**src/hw/slc_pkg.sv**
```systemverilog
/*
  Package for the strap latch and LED control block: register offsets,
  reset values, field positions, timing constants and carrier structs.
  Assumes a 125 MHz core clock and a 32-bit Avalon-MM register bus.
*/
package slc_pkg;

  // ------------------------------------------------------------
  // clock and timing
  // ------------------------------------------------------------
  localparam int unsigned CLK_HZ = 125000000;
  localparam int unsigned STRETCH_28_MS = 28;
  localparam int unsigned STRETCH_60_MS = 60;
  localparam int unsigned STRETCH_100_MS = 100;
  localparam int unsigned CYC_PER_MS = CLK_HZ / 1000;
  localparam int unsigned STRETCH_28_CYC = STRETCH_28_MS * CYC_PER_MS;
  localparam int unsigned STRETCH_60_CYC = STRETCH_60_MS * CYC_PER_MS;
  localparam int unsigned STRETCH_100_CYC = STRETCH_100_MS * CYC_PER_MS;
  localparam int unsigned BLINK_HALF_MS = 100;
  localparam int unsigned BLINK_HALF_CYC = BLINK_HALF_MS * CYC_PER_MS;

  // ------------------------------------------------------------
  // register byte offsets (word aligned)
  // ------------------------------------------------------------
  localparam logic [7:0] OFS_STRAP = 8'h00;
  localparam logic [7:0] OFS_ADV = 8'h04;
  localparam logic [7:0] OFS_MACIF = 8'h08;
  localparam logic [7:0] OFS_LOWPWR = 8'h0c;
  localparam logic [7:0] OFS_LED_CTRL1 = 8'h6c;
  localparam logic [7:0] OFS_LED_CTRL2 = 8'h70;
  localparam logic [7:0] OFS_LED_CTRL3 = 8'h74;

  // ------------------------------------------------------------
  // led control fields
  // ------------------------------------------------------------
  localparam int unsigned LED_FN_W = 4;
  localparam int unsigned LED_FORCE_LSB = 4;
  localparam int unsigned LED_STRIDE = 8;
  localparam int unsigned STRETCH_SEL_LSB = 0;
  localparam int unsigned STRETCH_EN_BIT = 2;

  localparam logic [3:0] FN_ACT = 4'h0;
  localparam logic [3:0] FN_LINK_ACT = 4'h1;
  localparam logic [3:0] FN_DUP_COL = 4'h2;
  localparam logic [3:0] FN_LINK_RX = 4'h3;
  localparam logic [3:0] FN_DUPLEX = 4'h4;
  localparam logic [3:0] FN_COL = 4'h5;
  localparam logic [3:0] FN_1000 = 4'h6;
  localparam logic [3:0] FN_100 = 4'h7;
  localparam logic [3:0] FN_10 = 4'h8;
  localparam logic [3:0] FN_1000_100 = 4'h9;
  localparam logic [3:0] FN_LINK = 4'ha;
  localparam logic [3:0] FN_TX = 4'hb;
  localparam logic [3:0] FN_RX = 4'hc;

  localparam logic [1:0] FORCE_NONE = 2'h0;
  localparam logic [1:0] FORCE_ON = 2'h1;
  localparam logic [1:0] FORCE_OFF = 2'h2;
  localparam logic [1:0] FORCE_BLINK = 2'h3;

  // gigabit led: fn 1000, link led: fn link, general leds forced off
  localparam logic [31:0] LED_CTRL1_RST = 32'h0000_0a06;
  localparam logic [31:0] LED_CTRL2_RST = 32'h0000_2020;
  localparam logic [31:0] LED_CTRL3_RST = 32'h0000_0000;

  // ------------------------------------------------------------
  // mac interface mode values
  // ------------------------------------------------------------
  localparam logic [2:0] MACIF_RGMII_MODE = 3'h6;
  localparam logic [2:0] MACIF_RTBI_MODE = 3'h7;

  // ------------------------------------------------------------
  // carriers
  // ------------------------------------------------------------
  typedef struct packed {
    logic gig_adv;
    logic pause;
    logic sysclk_en_low;
    logic ed_en_low;
    logic [2:0] mac_sel;
    logic [3:0] led_pol;
  } slc_strap_t;

  typedef struct packed {
    logic link;
    logic duplex;
    logic col;
    logic tx;
    logic rx;
    logic sp1000;
    logic sp100;
    logic sp10;
  } slc_status_t;

endpackage : slc_pkg

```
**src/hw/slc_led_drv.sv**
```systemverilog
/*
  One LED driver: function select, force modes and event stretch; polarity is applied by the top.
  Assumes a shared blink phase and a stretch length chosen by the top.
*/
`timescale 1ns/1ps
module slc_led_drv
  import slc_pkg::*;
#(
  parameter int unsigned CNT_W = 24
)
(
  input wire logic clk_in,
  input wire logic reset_n_in,
  input wire logic [7:0] ctrl_in,
  input wire slc_status_t status_in,
  input wire logic blink_in,
  input wire logic stretch_en_in,
  input wire logic [CNT_W-1:0] stretch_len_in,
  output logic lit_out
);

  // ------------------------------------------------------------
  // event and function decode
  // ------------------------------------------------------------
  logic [CNT_W-1:0] hold_reg;
  logic lit_reg;
  wire logic [3:0] fn = ctrl_in[LED_FN_W-1:0];
  wire logic [1:0] force_sel = ctrl_in[LED_FORCE_LSB +: 2];
  wire logic act = status_in.tx | status_in.rx;
  wire logic ev_raw = (fn == FN_ACT) ? act :
                      (fn == FN_COL) ? status_in.col :
                      (fn == FN_TX) ? status_in.tx :
                      (fn == FN_RX) ? status_in.rx : 1'b0;
  wire logic ev = ev_raw | (hold_reg != '0);
  wire logic blinky = (fn == FN_LINK_ACT) ? status_in.link & (act ? blink_in : 1'b1) :
                      (fn == FN_DUP_COL) ? (status_in.col ? blink_in : status_in.duplex) :
                      (fn == FN_LINK_RX) ? status_in.link & (status_in.rx ? blink_in : 1'b1) :
                      (fn == FN_1000_100) ? status_in.sp1000 | (status_in.sp100 & blink_in) :
                      1'b0;
  wire logic fn_on = (fn == FN_DUPLEX) ? status_in.duplex :
                     (fn == FN_1000) ? status_in.sp1000 :
                     (fn == FN_100) ? status_in.sp100 :
                     (fn == FN_10) ? status_in.sp10 :
                     (fn == FN_LINK) ? status_in.link :
                     (fn == FN_ACT || fn == FN_COL || fn == FN_TX || fn == FN_RX) ? ev :
                     blinky;
  wire logic lit_next = (force_sel == FORCE_ON) ? 1'b1 :
                        (force_sel == FORCE_OFF) ? 1'b0 :
                        (force_sel == FORCE_BLINK) ? blink_in : fn_on;

  // stretch restarts only at an event's rising start
  logic ev_d_reg;
  wire logic ev_start = ev_raw & ~ev_d_reg;

  always_ff @(posedge clk_in or negedge reset_n_in)
  begin
    if (!reset_n_in)
    begin
      hold_reg <= '0;
      ev_d_reg <= 1'b0;
      lit_reg <= 1'b0;
    end
    else
    begin
      ev_d_reg <= ev_raw;
      if (ev_start && stretch_en_in)
        hold_reg <= stretch_len_in;
      else if (hold_reg != '0)
        hold_reg <= hold_reg - 1'b1;
      lit_reg <= lit_next;
    end
  end

  assign lit_out = lit_reg;

endmodule : slc_led_drv

```
**src/hw/slc_top.sv**
```systemverilog
/*
  Strap latch and LED control: samples configuration straps during reset
  and hardware powerdown, keeps them as register defaults, then turns the
  shared pins into LED drivers. Registers sit on Avalon-MM with waitrequest.
  Assumes straps are synchronous to clk_in and settled while reset is low.
*/
// The register addresses and the Avalon-MM register port are this design's own decisions.
// Summary of operation
// - latch straps and shared LED pins during power-up, reset, powerdown recovery.
// - latched strap values become register defaults and are kept afterwards.
// - after reset release shared strap pins switch to driving LEDs.
// - gigabit strap deasserted removes gigabit from advertisement.
// - pause strap low advertises no pause, high advertises both pause kinds.
// - sysclk strap low during reset runs system clock output through reset.
// - energy-detect strap low enables low-power detect while deep sleep asserted.
// - in low-power detect mode, cable energy asserts the management interrupt.
// - three-bit mac interface strap selects the mac interface mode.
// - smallest package forces the top mac select bit to one.
// - straps 100 and 110 load mode 110; 100 sets delay bit, 110 clears.
// - straps 101 and 111 load mode 111; 101 sets delay bit, 111 clears.
// - latched one drives the LED low when lit, else high.
// - stretch period selectable among 28, 60 and 100 ms.
// - each LED can be forced on, off or blinking.
// - each LED can show one of thirteen status functions.
// - LED configuration lives in three LED control registers.
// - gigabit LED shows gigabit speed, link LED shows link, by default.
// - the two general-purpose LEDs are off after reset.
// - shared pins are inputs only while latching, LED drivers afterwards.
// - management interrupt is active low and open drain.
`timescale 1ns/1ps
module slc_top
  import slc_pkg::*;
#(
  parameter bit SMALL_PKG = 1'b0,
  parameter int unsigned STRETCH_28 = STRETCH_28_CYC,
  parameter int unsigned STRETCH_60 = STRETCH_60_CYC,
  parameter int unsigned STRETCH_100 = STRETCH_100_CYC,
  parameter int unsigned BLINK_HALF = BLINK_HALF_CYC
)
(
  input wire logic clk_in,
  input wire logic reset_n_in,
  input wire logic powerdown_in,
  input wire logic deep_sleep_input,
  input wire logic cable_energy_in,
  input wire slc_status_t link_status_in,
  input wire logic gig_adv_strap_in,
  input wire logic pause_strap_in,
  input wire logic sysclk_out_enable_strap_low,
  input wire logic energy_detect_enable_strap_low,
  input wire logic [2:0] mac_interface_select,
  input wire logic [3:0] led_pin_in,
  output logic [3:0] led_pin_out,
  output logic [3:0] led_pin_oe_n_out,
  output logic system_clock_output,
  output logic mgmt_int_low_out,
  output logic mgmt_int_oe_n_out,
  output logic low_power_energy_detect,
  output logic [2:0] adv_speed_out,
  output logic [1:0] adv_pause_out,
  output logic [2:0] mac_mode_out,
  output logic tx_delay_out,
  input wire logic [7:0] avs_address,
  input wire logic avs_read,
  input wire logic avs_write,
  input wire logic [31:0] avs_writedata,
  input wire logic [3:0] avs_byteenable,
  output logic [31:0] avs_readdata,
  output logic avs_waitrequest
);

  // ------------------------------------------------------------
  // parameter checks
  // ------------------------------------------------------------
  localparam int unsigned CNT_W = $clog2(STRETCH_100 + 1);
  if (STRETCH_28 < 1 || STRETCH_60 < STRETCH_28 || STRETCH_100 < STRETCH_60 || BLINK_HALF < 1)
  begin : g_bad_param
    $error("slc_top: stretch and blink counts must be ascending and nonzero");
  end

  // ------------------------------------------------------------
  // strap latch
  // ------------------------------------------------------------
  // latch window: reset held low or powerdown; the first edge after reset release still loads ports
  logic latch_open_reg;
  slc_strap_t strap_reg;
  wire logic [2:0] mac_sel_eff = {SMALL_PKG ? 1'b1 : mac_interface_select[2],
                                  mac_interface_select[1:0]};
  wire slc_strap_t strap_next = '{gig_adv: gig_adv_strap_in, pause: pause_strap_in,
                                  sysclk_en_low: sysclk_out_enable_strap_low,
                                  ed_en_low: energy_detect_enable_strap_low,
                                  mac_sel: mac_sel_eff, led_pol: led_pin_in};

  always_ff @(posedge clk_in or negedge reset_n_in)
  begin
    if (!reset_n_in)
      latch_open_reg <= 1'b1;
    else
      latch_open_reg <= powerdown_in;
  end

  // plain clocked latch: samples while reset is low or the latch window is open, frozen otherwise
  always_ff @(posedge clk_in)
  begin
    if (!reset_n_in || latch_open_reg)
      strap_reg <= strap_next;
  end

  // ------------------------------------------------------------
  // register file
  // ------------------------------------------------------------
  logic [2:0] adv_speed_reg;
  logic [1:0] adv_pause_reg;
  logic [2:0] mac_mode_reg;
  logic tx_delay_reg;
  logic ed_en_reg;
  logic [31:0] led_ctrl1_reg;
  logic [31:0] led_ctrl2_reg;
  logic [31:0] led_ctrl3_reg;
  logic [31:0] rdata_reg;
  logic wait_reg;

  wire logic acc = (avs_read | avs_write) & wait_reg;
  wire logic wr = avs_write & ~wait_reg;
  wire logic hit_adv = avs_address == OFS_ADV;
  wire logic hit_macif = avs_address == OFS_MACIF;
  wire logic hit_lowpwr = avs_address == OFS_LOWPWR;
  wire logic hit_l1 = avs_address == OFS_LED_CTRL1;
  wire logic hit_l2 = avs_address == OFS_LED_CTRL2;
  wire logic hit_l3 = avs_address == OFS_LED_CTRL3;
  wire logic [31:0] bmask = {{8{avs_byteenable[3]}}, {8{avs_byteenable[2]}},
                             {8{avs_byteenable[1]}}, {8{avs_byteenable[0]}}};

  function automatic logic [31:0] merge(input logic [31:0] old, input logic [31:0] nw,
                                        input logic [31:0] m);
    merge = (old & ~m) | (nw & m);
  endfunction : merge

  // mac strap to mode and delay bit
  wire logic [2:0] mode_dflt = strap_reg.mac_sel[2] ?
                               (strap_reg.mac_sel[0] ? MACIF_RTBI_MODE : MACIF_RGMII_MODE) :
                               strap_reg.mac_sel;
  wire logic dly_dflt = strap_reg.mac_sel[2] & ~strap_reg.mac_sel[1];

  wire logic [31:0] rd_mux =
    (avs_address == OFS_STRAP) ? {21'h0, strap_reg} :
    hit_adv ? {27'h0, adv_pause_reg, adv_speed_reg} :
    hit_macif ? {28'h0, tx_delay_reg, mac_mode_reg} :
    hit_lowpwr ? {30'h0, low_power_energy_detect, ed_en_reg} :
    hit_l1 ? led_ctrl1_reg :
    hit_l2 ? led_ctrl2_reg :
    hit_l3 ? led_ctrl3_reg : 32'h0;

  // one wait state: answer at the second edge of every access
  always_ff @(posedge clk_in or negedge reset_n_in)
  begin
    if (!reset_n_in)
    begin
      wait_reg <= 1'b1;
      rdata_reg <= 32'h0;
    end
    else
    begin
      wait_reg <= ~acc;
      if (acc && avs_read)
        rdata_reg <= rd_mux;
    end
  end

  // defaults reload while the strap window is open, then software owns them
  always_ff @(posedge clk_in or negedge reset_n_in)
  begin
    if (!reset_n_in)
    begin
      adv_speed_reg <= 3'h7;
      adv_pause_reg <= 2'h0;
      mac_mode_reg <= 3'h0;
      tx_delay_reg <= 1'b0;
      ed_en_reg <= 1'b0;
      led_ctrl1_reg <= LED_CTRL1_RST;
      led_ctrl2_reg <= LED_CTRL2_RST;
      led_ctrl3_reg <= LED_CTRL3_RST;
    end
    else if (latch_open_reg)
    begin
      adv_speed_reg <= {strap_reg.gig_adv, 2'b11};
      adv_pause_reg <= {2{strap_reg.pause}};
      mac_mode_reg <= mode_dflt;
      tx_delay_reg <= dly_dflt;
      ed_en_reg <= ~strap_reg.ed_en_low;
    end
    else if (wr)
    begin
      if (hit_adv && avs_byteenable[0])
      begin
        adv_speed_reg <= avs_writedata[2:0];
        adv_pause_reg <= avs_writedata[4:3];
      end
      if (hit_macif && avs_byteenable[0])
      begin
        mac_mode_reg <= avs_writedata[2:0];
        tx_delay_reg <= avs_writedata[3];
      end
      if (hit_lowpwr && avs_byteenable[0])
        ed_en_reg <= avs_writedata[0];
      if (hit_l1)
        led_ctrl1_reg <= merge(led_ctrl1_reg, avs_writedata, bmask);
      if (hit_l2)
        led_ctrl2_reg <= merge(led_ctrl2_reg, avs_writedata, bmask);
      if (hit_l3)
        led_ctrl3_reg <= merge(led_ctrl3_reg, avs_writedata, bmask);
    end
  end

  // ------------------------------------------------------------
  // system clock, low-power detect, interrupt
  // ------------------------------------------------------------
  logic sysclk_reg;
  logic low_power_energy_detect_reg;
  logic int_drive_reg;
  wire logic low_power_energy_detect_next = ed_en_reg & deep_sleep_input;

  always_ff @(posedge clk_in or negedge reset_n_in)
  begin
    if (!reset_n_in)
    begin
      sysclk_reg <= 1'b0;
      low_power_energy_detect_reg <= 1'b0;
      int_drive_reg <= 1'b0;
    end
    else
    begin
      sysclk_reg <= ~strap_reg.sysclk_en_low & ~sysclk_reg;
      low_power_energy_detect_reg <= low_power_energy_detect_next;
      int_drive_reg <= low_power_energy_detect_reg & cable_energy_in;
    end
  end

  // divide by two; runs through reset when the strap enabled it
  bit sysclk_rst_reg;
  always_ff @(posedge clk_in)
  begin
    if (!reset_n_in)
      sysclk_rst_reg <= ~strap_next.sysclk_en_low & ~sysclk_rst_reg;
    else
      sysclk_rst_reg <= 1'b0;
  end

  assign system_clock_output = reset_n_in ? sysclk_reg : sysclk_rst_reg;
  assign low_power_energy_detect = low_power_energy_detect_reg;
  assign mgmt_int_low_out = 1'b0;
  assign mgmt_int_oe_n_out = ~int_drive_reg;

  // ------------------------------------------------------------
  // LED drivers
  // ------------------------------------------------------------
  logic [31:0] blink_cnt_reg;
  logic blink_reg;
  logic [3:0] led_pin_reg;
  logic [3:0] led_oe_n_reg;
  wire logic [1:0] st_sel = led_ctrl3_reg[STRETCH_SEL_LSB +: 2];
  wire logic [CNT_W-1:0] st_len = (st_sel == 2'h0) ? CNT_W'(STRETCH_28) :
                                  (st_sel == 2'h1) ? CNT_W'(STRETCH_60) :
                                  CNT_W'(STRETCH_100);
  wire logic [31:0] ctrl_all = {led_ctrl2_reg[15:0], led_ctrl1_reg[15:0]};
  wire logic [3:0] lit;

  always_ff @(posedge clk_in or negedge reset_n_in)
  begin
    if (!reset_n_in)
    begin
      blink_cnt_reg <= 32'h0;
      blink_reg <= 1'b0;
      led_pin_reg <= 4'h0;
      led_oe_n_reg <= 4'hf;
    end
    else
    begin
      blink_cnt_reg <= (blink_cnt_reg >= 32'(BLINK_HALF - 1)) ? 32'h0 : blink_cnt_reg + 32'h1;
      if (blink_cnt_reg >= 32'(BLINK_HALF - 1))
        blink_reg <= ~blink_reg;
      led_pin_reg <= lit ^ strap_reg.led_pol;
      led_oe_n_reg <= {4{latch_open_reg}};
    end
  end

  for (genvar i = 0; i < 4; i++)
  begin : g_led
    slc_led_drv #(.CNT_W(CNT_W)) u_drv (
      .clk_in(clk_in),
      .reset_n_in(reset_n_in),
      .ctrl_in(ctrl_all[i*LED_STRIDE +: LED_STRIDE]),
      .status_in(link_status_in),
      .blink_in(blink_reg),
      .stretch_en_in(led_ctrl3_reg[STRETCH_EN_BIT]),
      .stretch_len_in(st_len),
      .lit_out(lit[i])
    );
  end

  assign led_pin_out = led_pin_reg;
  assign led_pin_oe_n_out = led_oe_n_reg;
  assign adv_speed_out = adv_speed_reg;
  assign adv_pause_out = adv_pause_reg;
  assign mac_mode_out = mac_mode_reg;
  assign tx_delay_out = tx_delay_reg;
  assign avs_readdata = rdata_reg;
  assign avs_waitrequest = wait_reg;

endmodule : slc_top

```
**config.mk**
```make
export PLATFORM = sky130hd
export DESIGN_NAME = slc_top
export DESIGN_NICKNAME = d
export VERILOG_FILES = /design/src/hw/slc_pkg.sv /design/src/hw/slc_led_drv.sv /design/src/hw/slc_top.sv
export SDC_FILE = /design/constraint.sdc
export NUM_CORES = 1
export LEC_CHECK = 0
export BUFFER_PORTS_ARGS = -buffer_cell sky130_fd_sc_hd__buf_2
export CAP_MARGIN = 20
export CORE_ASPECT_RATIO = 1.25
export CORE_MARGIN = 2
export CORE_UTILIZATION = 60
export DETAILED_ROUTE_END_ITERATION = 10
export GPL_ROUTABILITY_DRIVEN = 0
export PLACE_DENSITY = 0.88
export SETUP_SLACK_MARGIN = 0.02
export SLEW_MARGIN = 20
export SYNTH_ARGS = -nofsm -noshare
export SYNTH_HDL_FRONTEND = slang
export SYNTH_SLANG_ARGS = --single-unit
```
**constraint.sdc**
```tcl
create_clock -name clk_in -period 3 [get_ports clk_in]
set_clock_uncertainty 0.15 [all_clocks]
set_input_delay 0.3 -clock clk_in [delete_from_list [all_inputs] [get_ports clk_in]]
set_output_delay 0.3 -clock clk_in [all_outputs]
set_load 0.05 [all_outputs]
```
==> results of run 1 <==
worst min path at each step:
stage	from	to
2_1_floorplan	reset_n_in	asynchronous set/reset pin
3_3_place_gp	reset_n_in	g_led[2].u_drv.hold_reg[13]
3_5_place_dp	reset_n_in	g_led[2].u_drv.hold_reg[13]
4_1_cts	avs_byteenable[0]	ed_en_reg
5_1_grt	avs_byteenable[0]	ed_en_reg
6_report	avs_byteenable[0]	ed_en_reg
power by group:
part	internal (W)	switching [W]	total [W]
Sequential	0.00429	0.000311	0.00461
Clock	0.00226	0.00165	0.00392
Combinational	0.000494	0.000749	0.00124
stage by stage:
| stage | util (%) | setup WS (ps) | cell area (um^2) | hold slack, ps |
|---|---|---|---|---|
| after floorplan | - | 651 | 15000 | -146 |
| after global placement | 65.4 | 453 | 16000 | 112 |
| after detailed placement | 65.4 | 284 | 16000 | 112 |
| after CTS | 71.5 | 263 | 17500 | 50.2 |
| after global routing | 71.5 | 166 | 17500 | 94.9 |
| final | 71.5 | 288 | 17500 | 91.5 |
Yosys cell counts, types with 7 or more instances:
cell type / n
mux2_2: 104
nand4_1: 17
a211oi_1: 8
o21a_1: 9
nand4b_1: 8
clkbuf_1: 57
nor4b_1: 8
edfxtp_1: 11
dfstp_2: 12
o22ai_1: 17
nor4_1: 35
a31oi_1: 14
xnor2_1: 33
nor3_1: 42
xor2_1: 54
and2_1: 9
nand2_1: 94
nor2b_1: 14
nand3_1: 39
and3_1: 18
nand3b_1: 7
o21ai_0: 83
a222oi_1: 7
nor2_1: 140
nand2b_1: 22
inv_1: 19
mux2i_1: 39
dfrtp_1: 273
a21oi_1: 66
or3_1: 21
or4_1: 13
ha_1: 9
o31ai_1: 13
worst max-delay path, stage by stage (launching register included):
cell and delay, ps:
dfrtp_1 410, or4_1 670, nor4_1 550, and3_2 420, buf_4 190, nor4_1 60
mux2i_1 130
cell type report:
class | count | area (um^2)
timing repair buffer | 214 | 1450
fill | 1581 | 6970
sequential | 297 | 7500
tap | 330 | 413
inverter | 19 | 71.3
multi-input combinational | 1059 | 7080
clock inverter | 18 | 240
clock buffer | 34 | 764
antenna | 6 | 15.0
metal layers:
layer / vias up / global-route usage, %
li1: 5605 / -
met1: 6320 / 37.1
met2: 731 / 54.8
met3: 187 / 5.29
met4: 0 / 16.5
met5: - / 0
what timing repair did:
| action | in CTS | in global routing |
|---|---|---|
| endpoints found under the setup margin | 0 | 1 |
| hold endpoints to repair | 173 | 0 |
| hold buffers | 49 | 0 |
| gates resized for setup | 0 | 1 |
cells by family (layout without fill, tap and decap cells):
kind of cell | after synthesis | after routing | synth area share, %
AOI/OAI and AO/OA | 282 | 282 | 12.0
xor gates and xnor gates | 87 | 87 | 5.10
adders and majority gates | 9 | 9 | 0.754
buffers and inverters | 93 | 285 | 2.58
DFF | 297 | 297 | 50.2
muxes | 143 | 143 | 10.5
other | 1 | 15 | 0.0251
and+or+nand+nor | 529 | 529 | 18.8
==> flow_summary.json, run 1 <==
{
  "vias": 12800,
  "startpoint": "g_led[2].u_drv.hold_reg[5]",
  "die_w_um": 145,
  "synthTopCellsByArea": "dfrtp_1, mux2_2, nor2_1, xor2_1, o21ai_0",
  "wl_met2_um": 21200,
  "max_freq_mhz": 369,
  "port_buffers": 122,
  "setup_viol": 0,
  "ir_worst_vdd_mv": 0.538,
  "max-slew-margin-rel_pct": 35.3,
  "dr.max_layer_used": "met4",
  "yosysTopAreaCell": "dfrtp_1",
  "met3WireLength_um": 3100,
  "rsz0062_at_grt": "no",
  "antenna_found_initial": 4,
  "coreArea_um2": 24500,
  "cts_sinks": 297,
  "synth_top_area_share_pct": 45.8,
  "cts_tree": "done",
  "cts.path.max_buffers": 3,
  "io_pins": 124,
  "die_area_um2": 26200,
  "required_ps": 3280,
  "route.detailed.wl_per_inst_um": 21.1,
  "hold_violations": 0,
  "nNetsFinal": 1698,
  "cts_setup_buffers": 0,
  "insertion_delay_ps": 560,
  "die-height_um": 180,
  "ys.flop_type": "dfrtp_1",
  "syn_inst": 1441,
  "tns_ps": 0,
  "synthArstFlopShare_pct": 96.0,
  "dp_cells": 1870,
  "numCtsBuffers": 28,
  "worst_pin_slew_ps": 968,
  "initial_core_util_pct": 60.9,
  "yosys_warnings": 0,
  "path_clk_slew_ps": 80,
  "endpoint": "g_led[2].u_drv.hold_reg[5]",
  "syn2layout_area_growth_pct": 17.4,
  "drive_gt1_share_pct": 21.8,
  "worst-setup-path-type": "flop to flop",
  "post-dp-hpwl_um": 25100,
  "avgSynthCellArea_um2": 10.4,
  "hold_class": "input port to flop",
  "grt_pass1_vias": 13000,
  "via_per_inst": 6.50,
  "min_path_cells": 4,
  "reg2reg_depth": 6,
  "synth_area_um2": 14900,
  "grt_max_degree": 135,
  "r2r-end": "g_led[2].u_drv.hold_reg[5]",
  "rows": 64,
  "cp_max_fo": 13,
  "wl_met1_um": 15100,
  "overflow": 0,
  "crit_arrival_ps": 2990,
  "status": "finished, final reports clean",
  "leakage_nw": 7.43,
  "final_common_cell": "dfrtp_1",
  "r2r-start": "g_led[2].u_drv.hold_reg[5]",
  "fin_cells": 1977,
  "grt_use_total_pct": 31.3,
  "drc_errors": 0,
  "final_cell_mix": "dfrtp_1, nor2_1, buf_2, mux2_2, nand2_1",
  "synth_seq_area_share_pct": 50.2,
  "finalCritPeriodShare_pct": 90.4,
  "routed_wl_um": 41600,
  "endpoint_kind": "flop",
  "synth_seq_cells": 297,
  "drtIter0Drc": 1258,
  "fin_crit_ps": 2710,
  "startpoint_type": "flop",
  "clockRootBuffer": "clkbuf_16",
  "cap_violations": 0,
  "synth_edf_count": 11,
  "p_total_w": 0.00977,
  "synth_cell_types": 82,
  "power.density_nw_per_um2": 557,
  "r2r_slack_ps": 290,
  "dr.pass1.iters": 9,
  "grt_pass1_wl_um": 66900,
  "slew_violations": 0,
  "htree_levels": 1,
  "postRouteAntennaNets": 0
}
(Power assumes the default switching activity.)
==> inputs of run 2 (changes only) <==
--- a/config.mk
+++ b/config.mk
@@ -5,14 +5,15 @@
 export SDC_FILE = /design/constraint.sdc
 export NUM_CORES = 1
 export LEC_CHECK = 0
+export ABC_AREA = 1
 export BUFFER_PORTS_ARGS = -buffer_cell sky130_fd_sc_hd__buf_2
 export CAP_MARGIN = 20
 export CORE_ASPECT_RATIO = 1.25
 export CORE_MARGIN = 2
-export CORE_UTILIZATION = 60
+export CORE_UTILIZATION = 61
 export DETAILED_ROUTE_END_ITERATION = 10
 export GPL_ROUTABILITY_DRIVEN = 0
-export PLACE_DENSITY = 0.88
+export PLACE_DENSITY = 0.89
 export SETUP_SLACK_MARGIN = 0.02
 export SLEW_MARGIN = 20
 export SYNTH_ARGS = -nofsm -noshare
==> run 2 against run 1 <==
Critical path type unchanged. Synthesized area grew 2.4%. First-iteration DRC count grew 9.1%. Global-route usage grew 0.36 points. Design area grew 1.2%. Total power grew 5.0%. Hold slack lost 76 ps. Via count grew 12%.
==> flow_summary.json, run 2 <==
{
  "status": "finished, final reports clean",
  "synthTopCellsByCount": "nand2_1, dfrtp_1, inv_1, nor2_1, o21ai_0",
  "coreArea_um2": 24600,
  "synthArstFlopShare_pct": 96.0,
  "post-dp-hpwl_um": 27900,
  "avgSynthCellArea_um2": 7.82,
  "yosys_warnings": 0,
  "cap_violations": 0,
  "grt_max_degree": 155,
  "synth_edf_count": 11,
  "crit_top_cell": "nor2_1",
  "worst_pin_slew_ps": 857,
  "holdWs_ps": 15.4,
  "syn_inst": 1955,
  "post_cts_resized": 0,
  "slowest_delay_ps": 440,
  "rows": 64,
  "slew_violations": 0,
  "max_freq_mhz": 423,
  "grt_use_total_pct": 31.7,
  "endpoint": "g_led[2].u_drv.hold_reg[1]",
  "via_per_inst": 5.77,
  "setup_viol": 0,
  "clockRootBuffer": "clkbuf_16",
  "die_area_um2": 26300,
  "crit_family": "simple AND/OR/NAND/NOR gates",
  "fin_crit_ps": 2360,
  "die_w_um": 146,
  "synth_area_um2": 15300,
  "cp_max_fo": 15,
  "antenna_found_initial": 3,
  "route.detailed.wl_per_inst_um": 16.6,
  "rsz0062_at_grt": "no",
  "hold_violations": 0,
  "postRouteAntennaNets": 0,
  "hold_class": "input port to asynchronous set/reset pin",
  "final_common_cell": "nand2_1",
  "grt_pass1_vias": 14400,
  "synth_top_area_share_pct": 44.7,
  "drive_gt1_share_pct": 11.8,
  "drtIter0Drc": 1373,
  "critical_path_buf_inv_count": 3,
  "ys.flop_type": "dfrtp_1",
  "r2r_slack_ps": 640,
  "cts_tree": "done",
  "setup_ws_ps": 637,
  "initial_core_util_pct": 62.2,
  "synth_cell_types": 50,
  "nNetsFinal": 2213,
  "nFillCells": 1763,
  "die-height_um": 181,
  "final_cell_mix": "nand2_1, dfrtp_1, inv_1, nor2_1, o21ai_0",
  "grt_pass1_wl_um": 69100,
  "leakage_nw": 8.59,
  "max-slew-margin-rel_pct": 42.8,
  "synth_seq_cells": 297,
  "yosysTopAreaCell": "dfrtp_1",
  "reg2reg_depth": 11,
  "p_total_w": 0.0103,
  "insertion_delay_ps": 560,
  "power.density_nw_per_um2": 578,
  "routed_wl_um": 41300,
  "numCtsBuffers": 29,
  "worst-setup-path-type": "flop to flop",
  "path_depth": 11,
  "cts_hold_buf": 49,
  "startpoint_type": "flop",
  "finalCritPeriodShare_pct": 78.8,
  "cts_setup_buffers": 0,
  "vias": 14400,
  "tns_ps": 0,
  "ir_worst_vdd_mv": 0.746,
  "r2r-end": "g_led[2].u_drv.hold_reg[1]",
  "syn2layout_area_growth_pct": 16.1,
  "synthTopCellsByArea": "dfrtp_1, nand2_1, inv_1, nor2_1, o21ai_0",
  "final_util_pct": 72.1,
  "htree_levels": 1,
  "required_ps": 3290,
  "slowest_stage": "dfrtp_1",
  "path_clk_slew_ps": 70,
  "pre_cts_ws_ps": 545,
  "io_pins": 124,
  "endpoint_kind": "flop",
  "synth_seq_area_share_pct": 49.1,
  "yosysMostFrequentCell": "nand2_1",
  "crit_arrival_ps": 2660,
  "dr.pass1.iters": 8,
  "crit_chain": "inv_1 -> nor2_1 -> nand3_1 -> nand3_1 -> nor2_1 -> inv_2 -> nand2_2 -> nand2_1 -> nor2_1 -> a21oi_1 -> inv_1",
  "cts.path.max_buffers": 3,
  "port_buffers": 122,
  "overflow": 0,
  "drc_errors": 0,
  "cts_sinks": 297
}
==> run 2: cell count changes after synthesis, sizes merged, moves of 18 or more <==
cell	previous run	this run
or3	21	0
and3	18	0
mux2	104	2
buf	17	35
nand3	39	155
o21ai	85	155
nand2	95	529
inv	19	234
mux2i	39	0
nor2	144	235
nor4	38	16
clkbuf	57	7
nand2b	22	0
==> run 2: how the worst min path moves through the flow <==
| stage | to | slack (ps) | cells past startpoint |
|---|---|---|---|
| after CTS | mac_mode_out[2] | 3 | 4 |
| after floorplan | asynchronous set/reset pin | -150 | 0 |
| after global placement | adv_pause_out[1] | -50 | 1 |
| final | adv_pause_out[1] | 20 | 2 |
| after global routing | mac_mode_out[1] | 20 | 2 |
| after detailed placement | mac_mode_out[1] | -50 | 1 |
==> run 2: worst register-to-register path, cell delays in order, from the launching register on <==
cell,delay (ps)
dfrtp_1,440
inv_1,80
nor2_1,340
nand3_1,130
nand3_1,100
nor2_1,60
inv_2,60
nand2_2,210
nand2_1,360
nor2_1,110
a21oi_1,160
inv_1,60
==> run 2: final cells by class <==
type,instances,area (um^2),share of cell area [%]
Clock inverter,17,216,1.22
Tap cell,330,413,2.33
Antenna cell,3,7.51,0.0423
Multi-Input combinational cell,1389,6690,37.7
Clock buffer,36,812,4.58
Inverter,235,882,4.97
Timing Repair Buffer,182,1220,6.87
Sequential cell,297,7500,42.3
==> run 2: routing by layer <==
layer	GRT usage (%)	vias to the layer above	routed length, um
met2	56.9	702	21000
met1	37.3	6821	15500
met5	0	-	0
met4	14.4	0	1880
li1	-	6652	-
met3	5.15	188	2940
==> run 2: metrics by stage <==
step,cell area [um^2],cells
after floorplan,15300,1963
after global placement,16200,2384
after detailed placement,16200,2384
after CTS,17700,2486
after global routing,17700,2486
final,17700,2489
==> run 2: power breakdown <==
| group | leakage, nW | total [W] | switching, W | internal (W) |
|---|---|---|---|---|
| Sequential | 3.76 | 0.00474 | 0.000359 | 0.00438 |
| Combinational | 4.33 | 0.00158 | 0.00103 | 0.000547 |
| Clock | 0.507 | 0.00394 | 0.00166 | 0.00228 |
==> run 2: cell families after synthesis <==
kind of cell	after synthesis	synth area share, %
and+or+nand+nor	1035	29.1
DFF	297	49.1
other	1	0.0245
muxes	2	0.147
adders and majority gates	9	0.737
xor gates and xnor gates	77	4.41
AOI/OAI and AO/OA	257	9.06
buffers and inverters	277	7.44
